==> config.mk <==
export PLATFORM = sky130hd
export DESIGN_NAME = smm_monitor
export DESIGN_NICKNAME = d
export VERILOG_FILES = /design/src/design/smm_monitor.v
export VERILOG_INCLUDE_DIRS = /design/src /design/src/design
export SDC_FILE = /design/constraint.sdc
export NUM_CORES = 2
export LEC_CHECK = 0
export BUFFER_PORTS_ARGS = -buffer_cell sky130_fd_sc_hd__buf_2
export CAP_MARGIN = 10
export CORE_ASPECT_RATIO = 2
export CORE_UTILIZATION = 60
export DETAILED_ROUTE_END_ITERATION = 7
export PLACE_DENSITY = 0.78
export SYNTH_ARGS = -nofsm -noshare
export SYNTH_HDL_FRONTEND = slang
export SYNTH_SLANG_ARGS = --single-unit
export TNS_END_PERCENT = 50
==> constraint.sdc <==
create_clock -name core_clk_i -period 5.1 [get_ports core_clk_i]
set_clock_uncertainty 0.2 [all_clocks]
set_input_delay 0.255 -clock core_clk_i [delete_from_list [all_inputs] [get_ports core_clk_i]]
set_output_delay 0.255 -clock core_clk_i [all_outputs]
set_load 0.01 [all_outputs]
==> src/design/smm_regs.vh <==
`ifndef SMM_REGS_VH
`define SMM_REGS_VH

// ----------------------------------------
// register byte offsets
// ----------------------------------------
`define SMM_OFS_CFG      8'h00
`define SMM_OFS_CTRL     8'h04
`define SMM_OFS_STAT     8'h08
`define SMM_OFS_TT       8'h0C
`define SMM_OFS_ISQP     8'h10
`define SMM_ISQ_BASE_BIT 8

// ----------------------------------------
// configuration register fields
// ----------------------------------------
`define SMM_CFG_EN       0
`define SMM_CFG_AREA_B   1
`define SMM_CFG_CSZ_LO   2
`define SMM_CFG_DSZ_LO   4
`define SMM_CFG_TTR_LO   7
`define SMM_CFG_TT_SW    10
`define SMM_CFG_SYN_CLR  11
`define SMM_CFG_SYN_LD   12
`define SMM_CFG_SYN_LSB  13
`define SMM_CFG_Q_VALID  14
`define SMM_CFG_Q_INVAL  15
`define SMM_CFG_RESET    16'h0000
`define SMM_CTRL_TT_STEP 0
`define SMM_STAT_TT_ROLL 0
`define SMM_STAT_BUSY    1

// ----------------------------------------
// fixed shared-ram locations
// ----------------------------------------
`define SMM_CSP_A        16'h0102
`define SMM_DSP_A        16'h0103
`define SMM_CSP_B        16'h0106
`define SMM_DSP_B        16'h0107
`define SMM_LUT_BASE     16'h0280
`define SMM_LUT_LAST     16'h02FF

// ----------------------------------------
// stack sizes and timing
// ----------------------------------------
`define SMM_CS_MIN       17'h00100
`define SMM_DS_MIN       17'h00200
`define SMM_DESC_WORDS   17'h00004
`define SMM_ISQ_DEPTH    64
`define SMM_CLK_MHZ      50
`define SMM_TT_BASE_US   2
`define SMM_TT_BASE_CYC  (`SMM_TT_BASE_US * `SMM_CLK_MHZ)

`endif

==> src/design/smm_monitor.v <==
// The register addresses and the AHB-Lite interface to the registers were decided locally.
`timescale 1ns/1ps
// Functional notes
// - command stack pointer lives at word 102h (area A) or 106h (area B)
// - data stack pointer lives at word 103h (area A) or 107h (area B)
// - lookup table occupies words 0280h..02FFh, 128 enable words
// - no monitor fixed location overlaps any terminal fixed location
// - lookup read after each command; clear bit ignores whole message
// - descriptor at command pointer, message words sequentially from data pointer
// - receive message: command in descriptor, data then status in data stack
// - command stack 256/1K/4K/16K words; advance and wrap follow size
// - data stack 512 to 64K words; data pointer wrap follows size
// - events for end of message, stack 50% and 100% rollover
// - 50% event when pointer enters second half of stack
// - chronological status queue, filtered on valid and/or invalid messages
// - queue holds 64 words, two per entry, 32 messages then wraps
// - 16-bit host read/write time tag, 2 to 64 us per count
// - software option steps the time tag instead of the timebase
// - time tag value stored in second descriptor word
// - time tag wrap FFFF to 0000 sets status bit and event
// - sync without data clears, sync with data loads the time tag
// - optional filter loads sync data only when its lsb is zero
// - current time tag offered as sync-with-data word for controller
// - engine may load time tag immediate and copy it to general queue
// - lookup address 280h + rt address, t/r, sa4; sa3..0 selects bit
// - second command of terminal-to-terminal transfer goes to data stack
`include "smm_regs.vh"

module smm_monitor #(
  parameter TT_BASE_CYC = `SMM_TT_BASE_CYC
) (
  input  wire        core_clk_i,
  input  wire        rst_b_i,
  // ahb-lite slave
  input  wire        hsel_i,
  input  wire [31:0] haddr_i,
  input  wire [1:0]  htrans_i,
  input  wire        hwrite_i,
  input  wire [2:0]  hsize_i,
  input  wire [31:0] hwdata_i,
  input  wire        hready_i,
  output wire [31:0] hrdata_o,
  output wire        hreadyout_o,
  output wire        hresp_o,
  // decoded 1553 words
  input  wire        cmd_valid_i,
  input  wire [15:0] cmd_word_i,
  input  wire        word_valid_i,
  input  wire [15:0] word_i,
  input  wire        eom_i,
  input  wire        eom_err_i,
  // shared ram master port
  output reg         mem_req_o,
  output reg         mem_we_o,
  output reg  [15:0] mem_addr_o,
  output reg  [15:0] mem_wdata_o,
  input  wire        mem_ack_i,
  input  wire [15:0] mem_rdata_i,
  // events, one-cycle pulses
  output reg         ev_eom_o,
  output reg         ev_cs50_o,
  output reg         ev_cs100_o,
  output reg         ev_ds50_o,
  output reg         ev_ds100_o,
  output reg         ev_tt_roll_o,
  // time tag side ports
  input  wire        sync_clr_i,
  input  wire        sync_load_i,
  input  wire [15:0] sync_data_i,
  input  wire        tt_load_i,
  input  wire [15:0] tt_load_data_i,
  input  wire        tt_gpq_i,
  output wire [15:0] tt_value_o,
  output reg         gpq_valid_o,
  output reg  [15:0] gpq_data_o
);

  localparam S_IDLE = 3'h0;
  localparam S_LUT  = 3'h1;
  localparam S_CPR  = 3'h2;
  localparam S_DPR  = 3'h3;
  localparam S_MSG  = 3'h4;
  localparam S_DWR  = 3'h5;
  localparam S_DESC = 3'h6;
  localparam S_PTR  = 3'h7;

  reg  [15:0] cfg;
  reg         tt_roll_st;
  reg  [15:0] tt;
  reg  [15:0] isq [0:`SMM_ISQ_DEPTH-1];
  reg  [5:0]  isq_wp;
  reg  [2:0]  state;
  reg  [1:0]  idx;
  reg  [15:0] cmd_hold;
  reg  [15:0] tt_snap;
  reg  [15:0] cp;
  reg  [15:0] dp;
  reg  [15:0] dp_start;
  reg  [15:0] wcnt;
  reg         word_pend;
  reg  [15:0] word_hold;
  reg         eom_pend;
  reg         err_hold;
  reg         ap_wr;
  reg         ap_rd;
  reg  [7:0]  ap_ofs;
  reg  [8:0]  ap_hi;
  reg  [31:0] rdata;
  reg  [15:0] pre_cnt;
  reg  [5:0]  res_cnt;
  reg  [15:0] next_tt;
  reg         tt_inc;

  wire        area_b  = cfg[`SMM_CFG_AREA_B];
  wire [15:0] csp_loc = area_b ? `SMM_CSP_B : `SMM_CSP_A;
  wire [15:0] dsp_loc = area_b ? `SMM_DSP_B : `SMM_DSP_A;
  wire [1:0]  csz     = cfg[`SMM_CFG_CSZ_LO+1:`SMM_CFG_CSZ_LO];
  wire [2:0]  dsz     = cfg[`SMM_CFG_DSZ_LO+2:`SMM_CFG_DSZ_LO];
  wire [2:0]  ttr     = cfg[`SMM_CFG_TTR_LO+2:`SMM_CFG_TTR_LO];

  // ----------------------------------------
  // stack geometry
  // ----------------------------------------
  // sizes are powers of two, so wrap is a masked add
  wire [16:0] cs_len  = `SMM_CS_MIN << {csz, 1'b0};
  wire [16:0] ds_len  = `SMM_DS_MIN << dsz;
  wire [16:0] cs_mask = cs_len - 17'h00001;
  wire [16:0] ds_mask = ds_len - 17'h00001;
  wire [16:0] cs_half = {1'b0, cs_len[16:1]};
  wire [16:0] ds_half = {1'b0, ds_len[16:1]};
  wire [16:0] cp_sum  = {1'b0, cp} + `SMM_DESC_WORDS;
  wire [16:0] dp_sum  = {1'b0, dp} + 17'h00001;
  wire [16:0] cp_off  = cp_sum & cs_mask;
  wire [16:0] dp_off  = dp_sum & ds_mask;
  wire [16:0] cp_nx17 = ({1'b0, cp} & ~cs_mask) | cp_off;
  wire [16:0] dp_nx17 = ({1'b0, dp} & ~ds_mask) | dp_off;
  wire [15:0] cp_next = cp_nx17[15:0];
  wire [15:0] dp_next = dp_nx17[15:0];

  // lookup address: 280h base, then rt address, t/r, sa4
  wire [4:0]  terminal_address_bits = cmd_hold[15:11];
  wire [15:0] lut_addr = `SMM_LUT_BASE |
                         {9'h000, terminal_address_bits, cmd_hold[10], cmd_hold[9]};
  wire [3:0]  lut_bit  = cmd_hold[8:5];

  // ----------------------------------------
  // ahb-lite slave, zero wait states
  // ----------------------------------------
  wire ap_valid = hsel_i & htrans_i[1] & hready_i;

  assign hreadyout_o = 1'b1;
  assign hresp_o     = 1'b0;
  assign hrdata_o    = rdata;
  assign tt_value_o  = tt;

  // address phase capture; reads answer in the data phase from a flop
  always @(posedge core_clk_i or negedge rst_b_i) begin
    if (!rst_b_i) begin
      ap_wr  <= 1'b0;
      ap_rd  <= 1'b0;
      ap_ofs <= 8'h00;
      ap_hi  <= 9'h000;
      rdata  <= 32'h00000000;
    end else begin
      ap_wr  <= ap_valid & hwrite_i;
      ap_rd  <= ap_valid & ~hwrite_i;
      ap_ofs <= haddr_i[7:0];
      ap_hi  <= haddr_i[16:8];
      rdata  <= 32'h00000000;
      if (ap_valid & ~hwrite_i) begin
        if (haddr_i[16:8] == 9'h001)
          rdata <= {16'h0000, isq[haddr_i[7:2]]};
        else if (haddr_i[16:8] == 9'h000) begin
          case (haddr_i[7:0])
            `SMM_OFS_CFG:  rdata <= {16'h0000, cfg};
            `SMM_OFS_STAT: rdata <= {30'h00000000, state != S_IDLE, tt_roll_st};
            `SMM_OFS_TT:   rdata <= {16'h0000, tt};
            `SMM_OFS_ISQP: rdata <= {26'h0000000, isq_wp};
            default:       rdata <= 32'h00000000;
          endcase
        end
      end
    end
  end

  wire wr_top  = ap_wr & (ap_hi == 9'h000);
  wire wr_cfg  = wr_top & (ap_ofs == `SMM_OFS_CFG);
  wire wr_ctrl = wr_top & (ap_ofs == `SMM_OFS_CTRL);
  wire wr_stat = wr_top & (ap_ofs == `SMM_OFS_STAT);
  wire wr_tt   = wr_top & (ap_ofs == `SMM_OFS_TT);

  always @(posedge core_clk_i or negedge rst_b_i) begin
    if (!rst_b_i)
      cfg <= `SMM_CFG_RESET;
    else if (wr_cfg)
      cfg <= hwdata_i[15:0];
  end

  // ----------------------------------------
  // time tag timebase
  // ----------------------------------------
  // 2 us base tick, then 2^ttr ticks per count; codes above 5 act as 64 us
  wire base_tick = (pre_cnt == TT_BASE_CYC - 1);
  wire [5:0] res_last = (ttr > 3'h5) ? 6'h1F : ((6'h01 << ttr) - 6'h01);

  always @(posedge core_clk_i or negedge rst_b_i) begin
    if (!rst_b_i) begin
      pre_cnt <= 16'h0000;
      res_cnt <= 6'h00;
    end else if (base_tick) begin
      pre_cnt <= 16'h0000;
      res_cnt <= (res_cnt >= res_last) ? 6'h00 : res_cnt + 6'h01;
    end else begin
      pre_cnt <= pre_cnt + 16'h0001;
    end
  end

  // increment source: timebase or software step
  always @* begin
    if (cfg[`SMM_CFG_TT_SW])
      tt_inc = wr_ctrl & hwdata_i[`SMM_CTRL_TT_STEP];
    else
      tt_inc = base_tick & (res_cnt >= res_last);
  end

  // load sources in priority order: host, engine, sync clear, sync load
  always @* begin
    next_tt = tt;
    if (wr_tt)
      next_tt = hwdata_i[15:0];
    else if (tt_load_i)
      next_tt = tt_load_data_i;
    else if (sync_clr_i & cfg[`SMM_CFG_SYN_CLR])
      next_tt = 16'h0000;
    else if (sync_load_i & cfg[`SMM_CFG_SYN_LD] &
             ~(cfg[`SMM_CFG_SYN_LSB] & sync_data_i[0]))
      next_tt = sync_data_i;
    else if (tt_inc)
      next_tt = tt + 16'h0001;
  end

  wire tt_wrap = tt_inc & (tt == 16'hFFFF) & ~wr_tt & ~tt_load_i &
                 ~(sync_clr_i & cfg[`SMM_CFG_SYN_CLR]) & (next_tt == 16'h0000);

  // rollover sticky: a new wrap wins over a write-one clear
  always @(posedge core_clk_i or negedge rst_b_i) begin
    if (!rst_b_i) begin
      tt           <= 16'h0000;
      tt_roll_st   <= 1'b0;
      ev_tt_roll_o <= 1'b0;
      gpq_valid_o  <= 1'b0;
      gpq_data_o   <= 16'h0000;
    end else begin
      tt           <= next_tt;
      ev_tt_roll_o <= tt_wrap;
      if (tt_wrap)
        tt_roll_st <= 1'b1;
      else if (wr_stat & hwdata_i[`SMM_STAT_TT_ROLL])
        tt_roll_st <= 1'b0;
      gpq_valid_o <= tt_gpq_i;
      if (tt_gpq_i)
        gpq_data_o <= tt;
    end
  end

  // ----------------------------------------
  // message sequencer
  // ----------------------------------------
  // one word is held while memory is busy; bus words arrive 20 us apart
  wire mem_done = mem_req_o & mem_ack_i;
  wire log_it   = err_hold ? cfg[`SMM_CFG_Q_INVAL] : cfg[`SMM_CFG_Q_VALID];

  always @(posedge core_clk_i or negedge rst_b_i) begin
    if (!rst_b_i) begin
      state       <= S_IDLE;
      idx         <= 2'h0;
      cmd_hold    <= 16'h0000;
      tt_snap     <= 16'h0000;
      cp          <= 16'h0000;
      dp          <= 16'h0000;
      dp_start    <= 16'h0000;
      wcnt        <= 16'h0000;
      word_pend   <= 1'b0;
      word_hold   <= 16'h0000;
      eom_pend    <= 1'b0;
      err_hold    <= 1'b0;
      isq_wp      <= 6'h00;
      mem_req_o   <= 1'b0;
      mem_we_o    <= 1'b0;
      mem_addr_o  <= 16'h0000;
      mem_wdata_o <= 16'h0000;
      ev_eom_o    <= 1'b0;
      ev_cs50_o   <= 1'b0;
      ev_cs100_o  <= 1'b0;
      ev_ds50_o   <= 1'b0;
      ev_ds100_o  <= 1'b0;
    end else begin
      ev_eom_o   <= 1'b0;
      ev_cs50_o  <= 1'b0;
      ev_cs100_o <= 1'b0;
      ev_ds50_o  <= 1'b0;
      ev_ds100_o <= 1'b0;
      // words and end marks are latched in any active state
      if (state != S_IDLE) begin
        if (word_valid_i) begin
          word_pend <= 1'b1;
          word_hold <= word_i;
        end
        if (eom_i) begin
          eom_pend <= 1'b1;
          err_hold <= eom_err_i;
        end
      end
      if (mem_done)
        mem_req_o <= 1'b0;
      case (state)
        S_IDLE: begin
          if (cmd_valid_i & cfg[`SMM_CFG_EN]) begin
            cmd_hold  <= cmd_word_i;
            tt_snap   <= tt;
            word_pend <= 1'b0;
            eom_pend  <= 1'b0;
            err_hold  <= 1'b0;
            wcnt      <= 16'h0000;
            state     <= S_LUT;
          end
        end
        S_LUT: begin
          if (!mem_req_o) begin
            mem_req_o  <= 1'b1;
            mem_we_o   <= 1'b0;
            mem_addr_o <= lut_addr;
          end else if (mem_ack_i) begin
            state <= mem_rdata_i[lut_bit] ? S_CPR : S_IDLE;
          end
        end
        S_CPR: begin
          if (!mem_req_o) begin
            mem_req_o  <= 1'b1;
            mem_addr_o <= csp_loc;
          end else if (mem_ack_i) begin
            cp    <= mem_rdata_i;
            state <= S_DPR;
          end
        end
        S_DPR: begin
          if (!mem_req_o) begin
            mem_req_o  <= 1'b1;
            mem_addr_o <= dsp_loc;
          end else if (mem_ack_i) begin
            dp       <= mem_rdata_i;
            dp_start <= mem_rdata_i;
            state    <= S_MSG;
          end
        end
        S_MSG: begin
          // data, status and a second command all stream in bus order
          if (word_pend)
            state <= S_DWR;
          else if (eom_pend) begin
            idx   <= 2'h0;
            state <= S_DESC;
          end
        end
        S_DWR: begin
          if (!mem_req_o) begin
            mem_req_o   <= 1'b1;
            mem_we_o    <= 1'b1;
            mem_addr_o  <= dp;
            mem_wdata_o <= word_hold;
            word_pend   <= word_valid_i;
          end else if (mem_ack_i) begin
            dp         <= dp_next;
            wcnt       <= wcnt + 16'h0001;
            ev_ds50_o  <= (dp_off == ds_half);
            ev_ds100_o <= (dp_off == 17'h00000);
            mem_we_o   <= 1'b0;
            state      <= S_MSG;
          end
        end
        S_DESC: begin
          if (!mem_req_o) begin
            mem_req_o  <= 1'b1;
            mem_we_o   <= 1'b1;
            mem_addr_o <= cp | {14'h0000, idx};
            case (idx)
              2'h0:    mem_wdata_o <= {err_hold, wcnt[14:0]};
              2'h1:    mem_wdata_o <= tt_snap;
              2'h2:    mem_wdata_o <= dp_start;
              default: mem_wdata_o <= cmd_hold;
            endcase
          end else if (mem_ack_i) begin
            idx <= idx + 2'h1;
            if (idx == 2'h3) begin
              cp         <= cp_next;
              ev_cs50_o  <= (cp_off == cs_half);
              ev_cs100_o <= (cp_off == 17'h00000);
              idx        <= 2'h0;
              state      <= S_PTR;
            end
          end
        end
        S_PTR: begin
          if (!mem_req_o) begin
            mem_req_o   <= 1'b1;
            mem_we_o    <= 1'b1;
            mem_addr_o  <= idx[0] ? dsp_loc : csp_loc;
            mem_wdata_o <= idx[0] ? dp : cp;
          end else if (mem_ack_i) begin
            idx <= 2'h1;
            if (idx[0]) begin
              mem_we_o <= 1'b0;
              ev_eom_o <= 1'b1;
              if (log_it)
                isq_wp <= isq_wp + 6'h02;
              state <= S_IDLE;
            end
          end
        end
        default: state <= S_IDLE;
      endcase
    end
  end

  // ----------------------------------------
  // interrupt status queue, two words per entry
  // ----------------------------------------
  // entry: {eom, error, data word count} then next descriptor address
  wire isq_push = (state == S_PTR) & mem_done & idx[0] & log_it;
  genvar gi;
  generate
    for (gi = 0; gi < `SMM_ISQ_DEPTH; gi = gi + 1) begin : g_isq
      always @(posedge core_clk_i or negedge rst_b_i) begin
        if (!rst_b_i)
          isq[gi] <= 16'h0000;
        else if (isq_push & (isq_wp == gi))
          isq[gi] <= {1'b1, err_hold, wcnt[13:0]};
        else if (isq_push & (isq_wp + 6'h01 == gi))
          isq[gi] <= cp;
      end
    end
  endgenerate

endmodule

# Word level (Yosys, flattened, before mapping)
# Cells that the tools add are included.
word_totals:
  inputBits: 163
  output_inout_bits: 107
  word_cells: 805
  register_bits: 1312
classes:
  n_lt_le_gt_ge: 4
  add_sub_neg: 12
  n_reduce_logical: 98
  mux: 245
  n_eq_ne: 176
  bitwise_logic: 169
  shift: 3
op_table:
  columns: ["operator", "count"]
  rows:
  - ["two-way mux 16 bit", 156]
  - ["== test 32 x 6 -> 1 bit (second input constant)", 31]
  - ["== test 32 x 5 -> 1 bit (second input constant)", 16]
  - ["== test 32 x 4 -> 1 bit (second input constant)", 8]
  - ["== test 6 bit (second input constant)", 32]
  - ["bitwise AND 1 bit", 154]
  - ["nonzero test 2 bit", 68]
  - ["== test 32 x 3 -> 1 bit (second input constant)", 4]
  - ["binary-select mux 16 bit (select 6 bit)", 1]
  - ["== test 6 x 5 -> 1 bit (second input constant)", 16]
  - ["two-way mux 32 bit", 3]
  - ["case mux 16 bit (2 select lines)", 3]
  - ["case mux 16 bit (3 select lines)", 2]
  - ["case mux 16 bit (6 select lines)", 1]
  - ["== test 32 x 2 -> 1 bit (second input constant)", 2]
  - ["case mux 16 bit (4 select lines)", 1]
  - ["two-way mux 3 bit", 18]
  - ["adder 16 x 1 -> 16 bit (second input constant)", 3]
  - ["== test 6 x 4 -> 1 bit (second input constant)", 8]
  - ["!= test 2 bit (second input constant)", 23]
  - ["two-way mux 1 bit", 45]
  - ["bitwise AND 17 bit", 2]
  - ["== test 17 x 16 -> 1 bit", 2]
  - ["zero test 17 bit", 2]
  - ["other kinds (65)", 106]

# Depth between registers and ports, before layout
depth:
  word_depth: 14
  ltp_mapped: 16
  ltp_nobuf: 15

# Worst setup path after synthesis
# No wires, ideal clock.
synth_path:
  path_type: "register to register"
  from: "register cfg[8]"
  to: "register tt_roll_st"
  setup_ns: 0.092
  path_slack_ns: 1.036
  required_ns: 4.808
  period_less_slack_ns: 4.064
  path_buffers: 1
  stages_incl_launch_ff: 16
  t_arrival_ns: 3.772
  path_cell_list: "dfrtp_1 -> clkbuf_1 -> or3_1 -> ha_1 -> nor2b_1 -> a21oi_1 -> o22ai_1 -> ha_1 -> nand4_1 -> o221ai_2 -> a32oi_2 -> o31ai_1 -> a31oi_1 -> or4_1 -> or4_1 -> o31ai_2"
synth_via:
  elab_chain_len: 14
  word_cells_on_any_way: 20
  cone_classes: "add/sub (1); order compare (2); shift (1); mux (8); bitwise (6); reduce/logical (2)"
synth_rtl:
  columns: ["element", "line_no", "source"]
  rows:
  - ["from (decl)", "smm_monitor.v:87", "reg [15:0] cfg;"]
  - ["from (signal assigned)", "smm_monitor.v:194", "cfg <= `SMM_CFG_RESET;"]
  - ["from (signal assigned)", "smm_monitor.v:196", "cfg <= hwdata_i[15:0];"]
  - ["<< shifter 1 x 3 -> 6 bit", "smm_monitor.v:204", "wire [5:0] res_last = (ttr > 3'h5) ? 6'h1F : ((6'h01 << ttr) - 6'h01);"]
  - ["subtractor 6 x 1 -> 6 bit", "smm_monitor.v:204", null]
  - ["two-way mux 6 bit *", "smm_monitor.v:204", null]
  - ["greater-or-equal comparator 6 bit *", "smm_monitor.v:223", "tt_inc = base_tick & (res_cnt >= res_last);"]
  - ["bitwise AND 1 bit *", "smm_monitor.v:223", null]
  - ["two-way mux 1 bit *", "smm_monitor.v:220", "if (cfg[`SMM_CFG_TT_SW])"]
  - ["two-way mux 16 bit *", "smm_monitor.v:238", "else if (tt_inc)"]
  - ["two-way mux 16 bit *", "smm_monitor.v:235", "else if (sync_load_i & cfg[`SMM_CFG_SYN_LD] &"]
  - ["two-way mux 16 bit *", "smm_monitor.v:233", "else if (sync_clr_i & cfg[`SMM_CFG_SYN_CLR])"]
  - ["two-way mux 16 bit *", "smm_monitor.v:231", "else if (tt_load_i)"]
  - ["two-way mux 16 bit *", "smm_monitor.v:229", "if (wr_tt)"]
  - ["named net next_tt[4]", "smm_monitor.v:111", "reg [15:0] next_tt;"]
  - ["zero test 16 bit *", "smm_monitor.v:243", "~(sync_clr_i & cfg[`SMM_CFG_SYN_CLR]) & (next_tt == 16'h0000);"]
  - ["bitwise AND 1 bit *", "smm_monitor.v:242", "wire tt_wrap = tt_inc & (tt == 16'hFFFF) & ~wr_tt & ~tt_load_i &"]
  - ["two-way mux 1 bit or nonzero test 2 bit (tied branches)", null, null]
  - ["to (signal assigned)", "smm_monitor.v:249", "tt_roll_st <= 1'b0;"]
  - ["to (signal assigned)", "smm_monitor.v:257", "tt_roll_st <= 1'b1;"]
  - ["to (signal assigned)", "smm_monitor.v:259", "tt_roll_st <= 1'b0;"]
  - ["to (decl)", "smm_monitor.v:88", "reg tt_roll_st;"]
# Mark *: on every way through the listed nets, which the timed path passes. The rest lies on a longest branch.
# A chain may end at the register's enable or synchronous reset.

# Worst setup path in the final report
layout_path:
  from: "register cfg[8]"
  to: "register ev_tt_roll_o"
layout_via:
  elab_chain_len: 13
  word_cells_on_any_way: 18
  cone_classes: "add/sub (1); order compare (2); shift (1); mux (7); bitwise (6); reduce/logical (1)"
layout_rtl:
  columns: ["element", "line_no", "source"]
  rows:
  - ["<< shifter 1 x 3 -> 6 bit", "smm_monitor.v:204", null]
  - ["subtractor 6 x 1 -> 6 bit", "smm_monitor.v:204", null]
  - ["two-way mux 6 bit *", "smm_monitor.v:204", null]
  - ["greater-or-equal comparator 6 bit *", "smm_monitor.v:223", null]
  - ["bitwise AND 1 bit *", "smm_monitor.v:223", null]
  - ["two-way mux 1 bit *", "smm_monitor.v:220", null]
  - ["two-way mux 16 bit *", "smm_monitor.v:238", null]
  - ["two-way mux 16 bit *", "smm_monitor.v:235", null]
  - ["two-way mux 16 bit *", "smm_monitor.v:233", null]
  - ["two-way mux 16 bit *", "smm_monitor.v:231", null]
  - ["two-way mux 16 bit *", "smm_monitor.v:229", null]
  - ["named net next_tt[4]", "smm_monitor.v:111", null]
  - ["zero test 16 bit *", "smm_monitor.v:243", null]
  - ["bitwise AND 1 bit *", "smm_monitor.v:242", null]
  - ["named net tt_wrap", "smm_monitor.v:242", null]
  - ["to (signal assigned)", "smm_monitor.v:255", "ev_tt_roll_o <= tt_wrap;"]
  - ["to (decl)", "smm_monitor.v:65", "output reg ev_tt_roll_o,"]
# Marks and branches as above.

==> out/metrics.cfg <==
[finish]
finalNetCount = 4670
instances_no_fill = 5896
area_growth_pct = 12.5
regMostFlops = isq
fraction_of_layout_cells_with_a_size_suffix_above_1_pct = 41.8
filler_cell_count = 6698
post-route-util_pct = 68.0
largest_register_ff_count = 1024

[critical_path]
critical-path-slowest-cell = sky130_fd_sc_hd__dlygate4sd3_1
timing.setup.critical_path_class = register to register
timing.critical_path.required_ps = 5510
critPathArrivalTime_ps = 5190
critPathCaptureType = register
startpoint_type = register
crit_path_max_incr_delay_ps = 610
critPathMaxFanout = 10
path_cells = or3_1 -> ha_1 -> nor2b_1 -> a21oi_1 -> o22ai_1 -> ha_1 -> a21oi_1 -> o221ai_4 -> a32oi_2 -> or4_1 -> a31oi_1 -> or4_1 -> dlygate4sd3_1 -> nor4_1

[die]
fp-row-count = 164
die_x_um = 226
core-area_um2 = 99900
die_h_um = 451
start_util_pct = 60.5
design.die.area_um2 = 102000
top_level_ports = 270

[power_and_ir_drop]
leakage_nw = 32.4
power.density_cell_area_nw_per_um2 = 336
power.ir.vdd_worst_mv = 0.301

[synthesis]
cell_area_after_synthesis_um2 = 60500
yosysWarningCount = 0
ys_top_cells_by_count = 1294 x sky130_fd_sc_hd__dfrtp_1, 992 x sky130_fd_sc_hd__mux2_2, 340 x sky130_fd_sc_hd__mux4_2
yosys-top-cells-area = sky130_fd_sc_hd__dfrtp_1 54%, sky130_fd_sc_hd__mux2_2 18%, sky130_fd_sc_hd__mux4_2 13%, sky130_fd_sc_hd__clkbuf_1 1.9%, sky130_fd_sc_hd__nand2_1 1.5%
synth.yosys.seq_area_share_pct = 53.6
synth-seq-cells = 1294
netlist.area_leader.share_pct = 53.6
async_reset_ff_share_pct = 100
synth-edff-count = 0
synth_most_common_cell = sky130_fd_sc_hd__dfrtp_1
cell_taking_the_most_area_after_synthesis = sky130_fd_sc_hd__dfrtp_1
syn_avg_cell_area_um2 = 14.1
synthesis.instances = 4292
synth_top_flop_cell = sky130_fd_sc_hd__dfrtp_1
yosys.cell_types.count = 83

[global_route]
grt_usage_pct = 32.6
largest_net_degree_at_the_start_of_global_routing = 166
globalRouteMet3Util_pct = 7.17
wire_length_of_the_first_global_routing_pass_um = 248000
grtUsageMet1_pct = 36.2
number_of_antenna_violations_at_the_first_check_in_global_routing = 6
grt_most_used_layer = met2
met2_usage_pct = 56.1
gr-total-overflow = 0
via_count_of_the_first_global_routing_pass = 41377

[cts]
clock_latency_on_the_worst_skew_pair_ps = 730
cts_tree = built
clock_sinks = 1294
clock-root-buffer = sky130_fd_sc_hd__clkbuf_16
cts_buffers = 108
clock_path_buffers = 3
htree_num_levels = 3
path_clk_slew_ps = 70

[status]
violations_in_the_final_reports = max-slew violations
outcome = finished with violations

[sta]
layout_worst_path_cycle_share_pct = 93.7
grt_setup_unrepaired = false
setup-tns-final_ps = 0
drv_slew = 1
max_freq_ghz = 0.209
post-route-worst-setup-slack_ps = 320
finalWorstPathRequiredPeriod_ps = 4780
setup_viol = 0
tightestPinTransition_ps = 1550
max-slew-margin-rel_pct = -3.06
finalHoldViolations = 0

[place]
gp_congestion = 1.04
detailedPlace.worstSlack_ps = 528
final_hpwl_dp_um = 103000
placed_cells_incl_taps = 5552
io_buffers = 216

[routing]
vias = 38102
drt-initial-drc-count = 2854
drcViolationCount = 0
wl_per_cell_um = 27.2
viasPerCell = 6.46
antenna_violating_nets_post_route = 0
first_pass_iters = 6
total_routed_length_um = 160000

[hold_path]
hold_class = input port to register

[flow_run]
max_cap_viol_count = 0

## report_power, final
part / switching, W / leakage [nW] / internal, W
logic: 0.00226 / 12.8 / 0.00104
registers: 0.000433 / 17.8 / 0.0106
clock network: 0.00380 / 1.81 / 0.00474
## worst paths after layout
kind | start | to | slack, ps | cells past startpoint
setup / recovery | cfg[8] | ev_tt_roll_o | 320 | 14
hold / removal | haddr_i[4] | ap_ofs[4] | 50 | 2
setup reg to reg | cfg[8] | ev_tt_roll_o | 320 | 14
hold reg to reg | isq[95] | isq[95] | 260 | 1
max in group asynchronous | rst_b_i | mem_addr_o[8] | 2410 | 4
min in group asynchronous | rst_b_i | dp_start[1] | 500 | 3
## area by class of cell
class,count,area [um2],share of cell area (%)
inverter,23,86.3,0.127
clock buffer,159,3270,4.81
clock inverter,36,375,0.552
multi-input combinational,2584,26600,39.0
antenna,3,7.51,0.0110
timing repair buffer,469,3660,5.38
tap,1328,1660,2.44
sequential,1294,32400,47.6
## cells by family after synthesis
| kind of cell | after synthesis | synth area share, % |
|---|---|---|
| compound gates | 416 | 4.16 |
| xor+xnor | 59 | 0.855 |
| fa+ha+maj | 27 | 0.559 |
| buf+inv | 431 | 2.93 |
| flops | 1294 | 53.6 |
| mux | 1417 | 32.7 |
| other cells | 2 | 0.0124 |
| simple gates | 646 | 5.28 |
## cell usage in the layout, fill, tap and decap left out, drive strengths merged, types with 6 or more instances in the layout
master / n
clkinv: 27
nand2b: 26
nand2: 244
nand3: 67
xor2: 23
a32oi: 8
and2: 22
or3: 10
dlygate4sd3: 145
a21oi: 112
nor3: 24
inv: 23
o22ai: 9
bufinv: 6
a31oi: 20
o21ai: 173
mux2: 1041
nand4: 22
nor2b: 20
or2: 16
nor4: 14
and3: 24
mux2i: 36
a222oi: 16
a22oi: 18
conb: 19
buf: 324
mux4: 340
o31ai: 8
ha: 27
or4: 10
xnor2: 36
clkbuf: 159
dfrtp: 1294
o221ai: 16
and4: 7
nor2: 126
## metrics by stage
stage / hold WS, ps / area [um2] / power, W
final: 49.3 / 68000 / 0.0229
after CTS: 29.1 / 68000 / 0.0229
after floorplan: -241 / 60500 / 0.0129
after detailed placement: 105 / 62900 / 0.0143
after global routing: 91.3 / 68000 / 0.0236
after global placement: 107 / 62900 / 0.0143
## critical path, delay by kind of cell (launching register included)
family / cells / cell delay, ps
buffers and inverters: 1 / 610
and+or+nand+nor: 5 / 1620
adders and majority gates: 2 / 420
DFF: 1 / 470
AOI/OAI and AO/OA: 6 / 1340
## metal layers
layer	vias up	routed length (um)
li1	16087	-
met1	20083	56300
met2	1361	82600
met3	563	9640
met4	8	11700
met5	-	42
## what timing repair did
item | in CTS | in global routing
hold endpoints to repair | 526 | 0
endpoints found under the setup margin | 0 | 1
hold buffers | 145 | 0
buffers inserted | 0 | 0
resized for setup | 0 | 1
No activity file was read; power rests on OpenSTA's default activity.
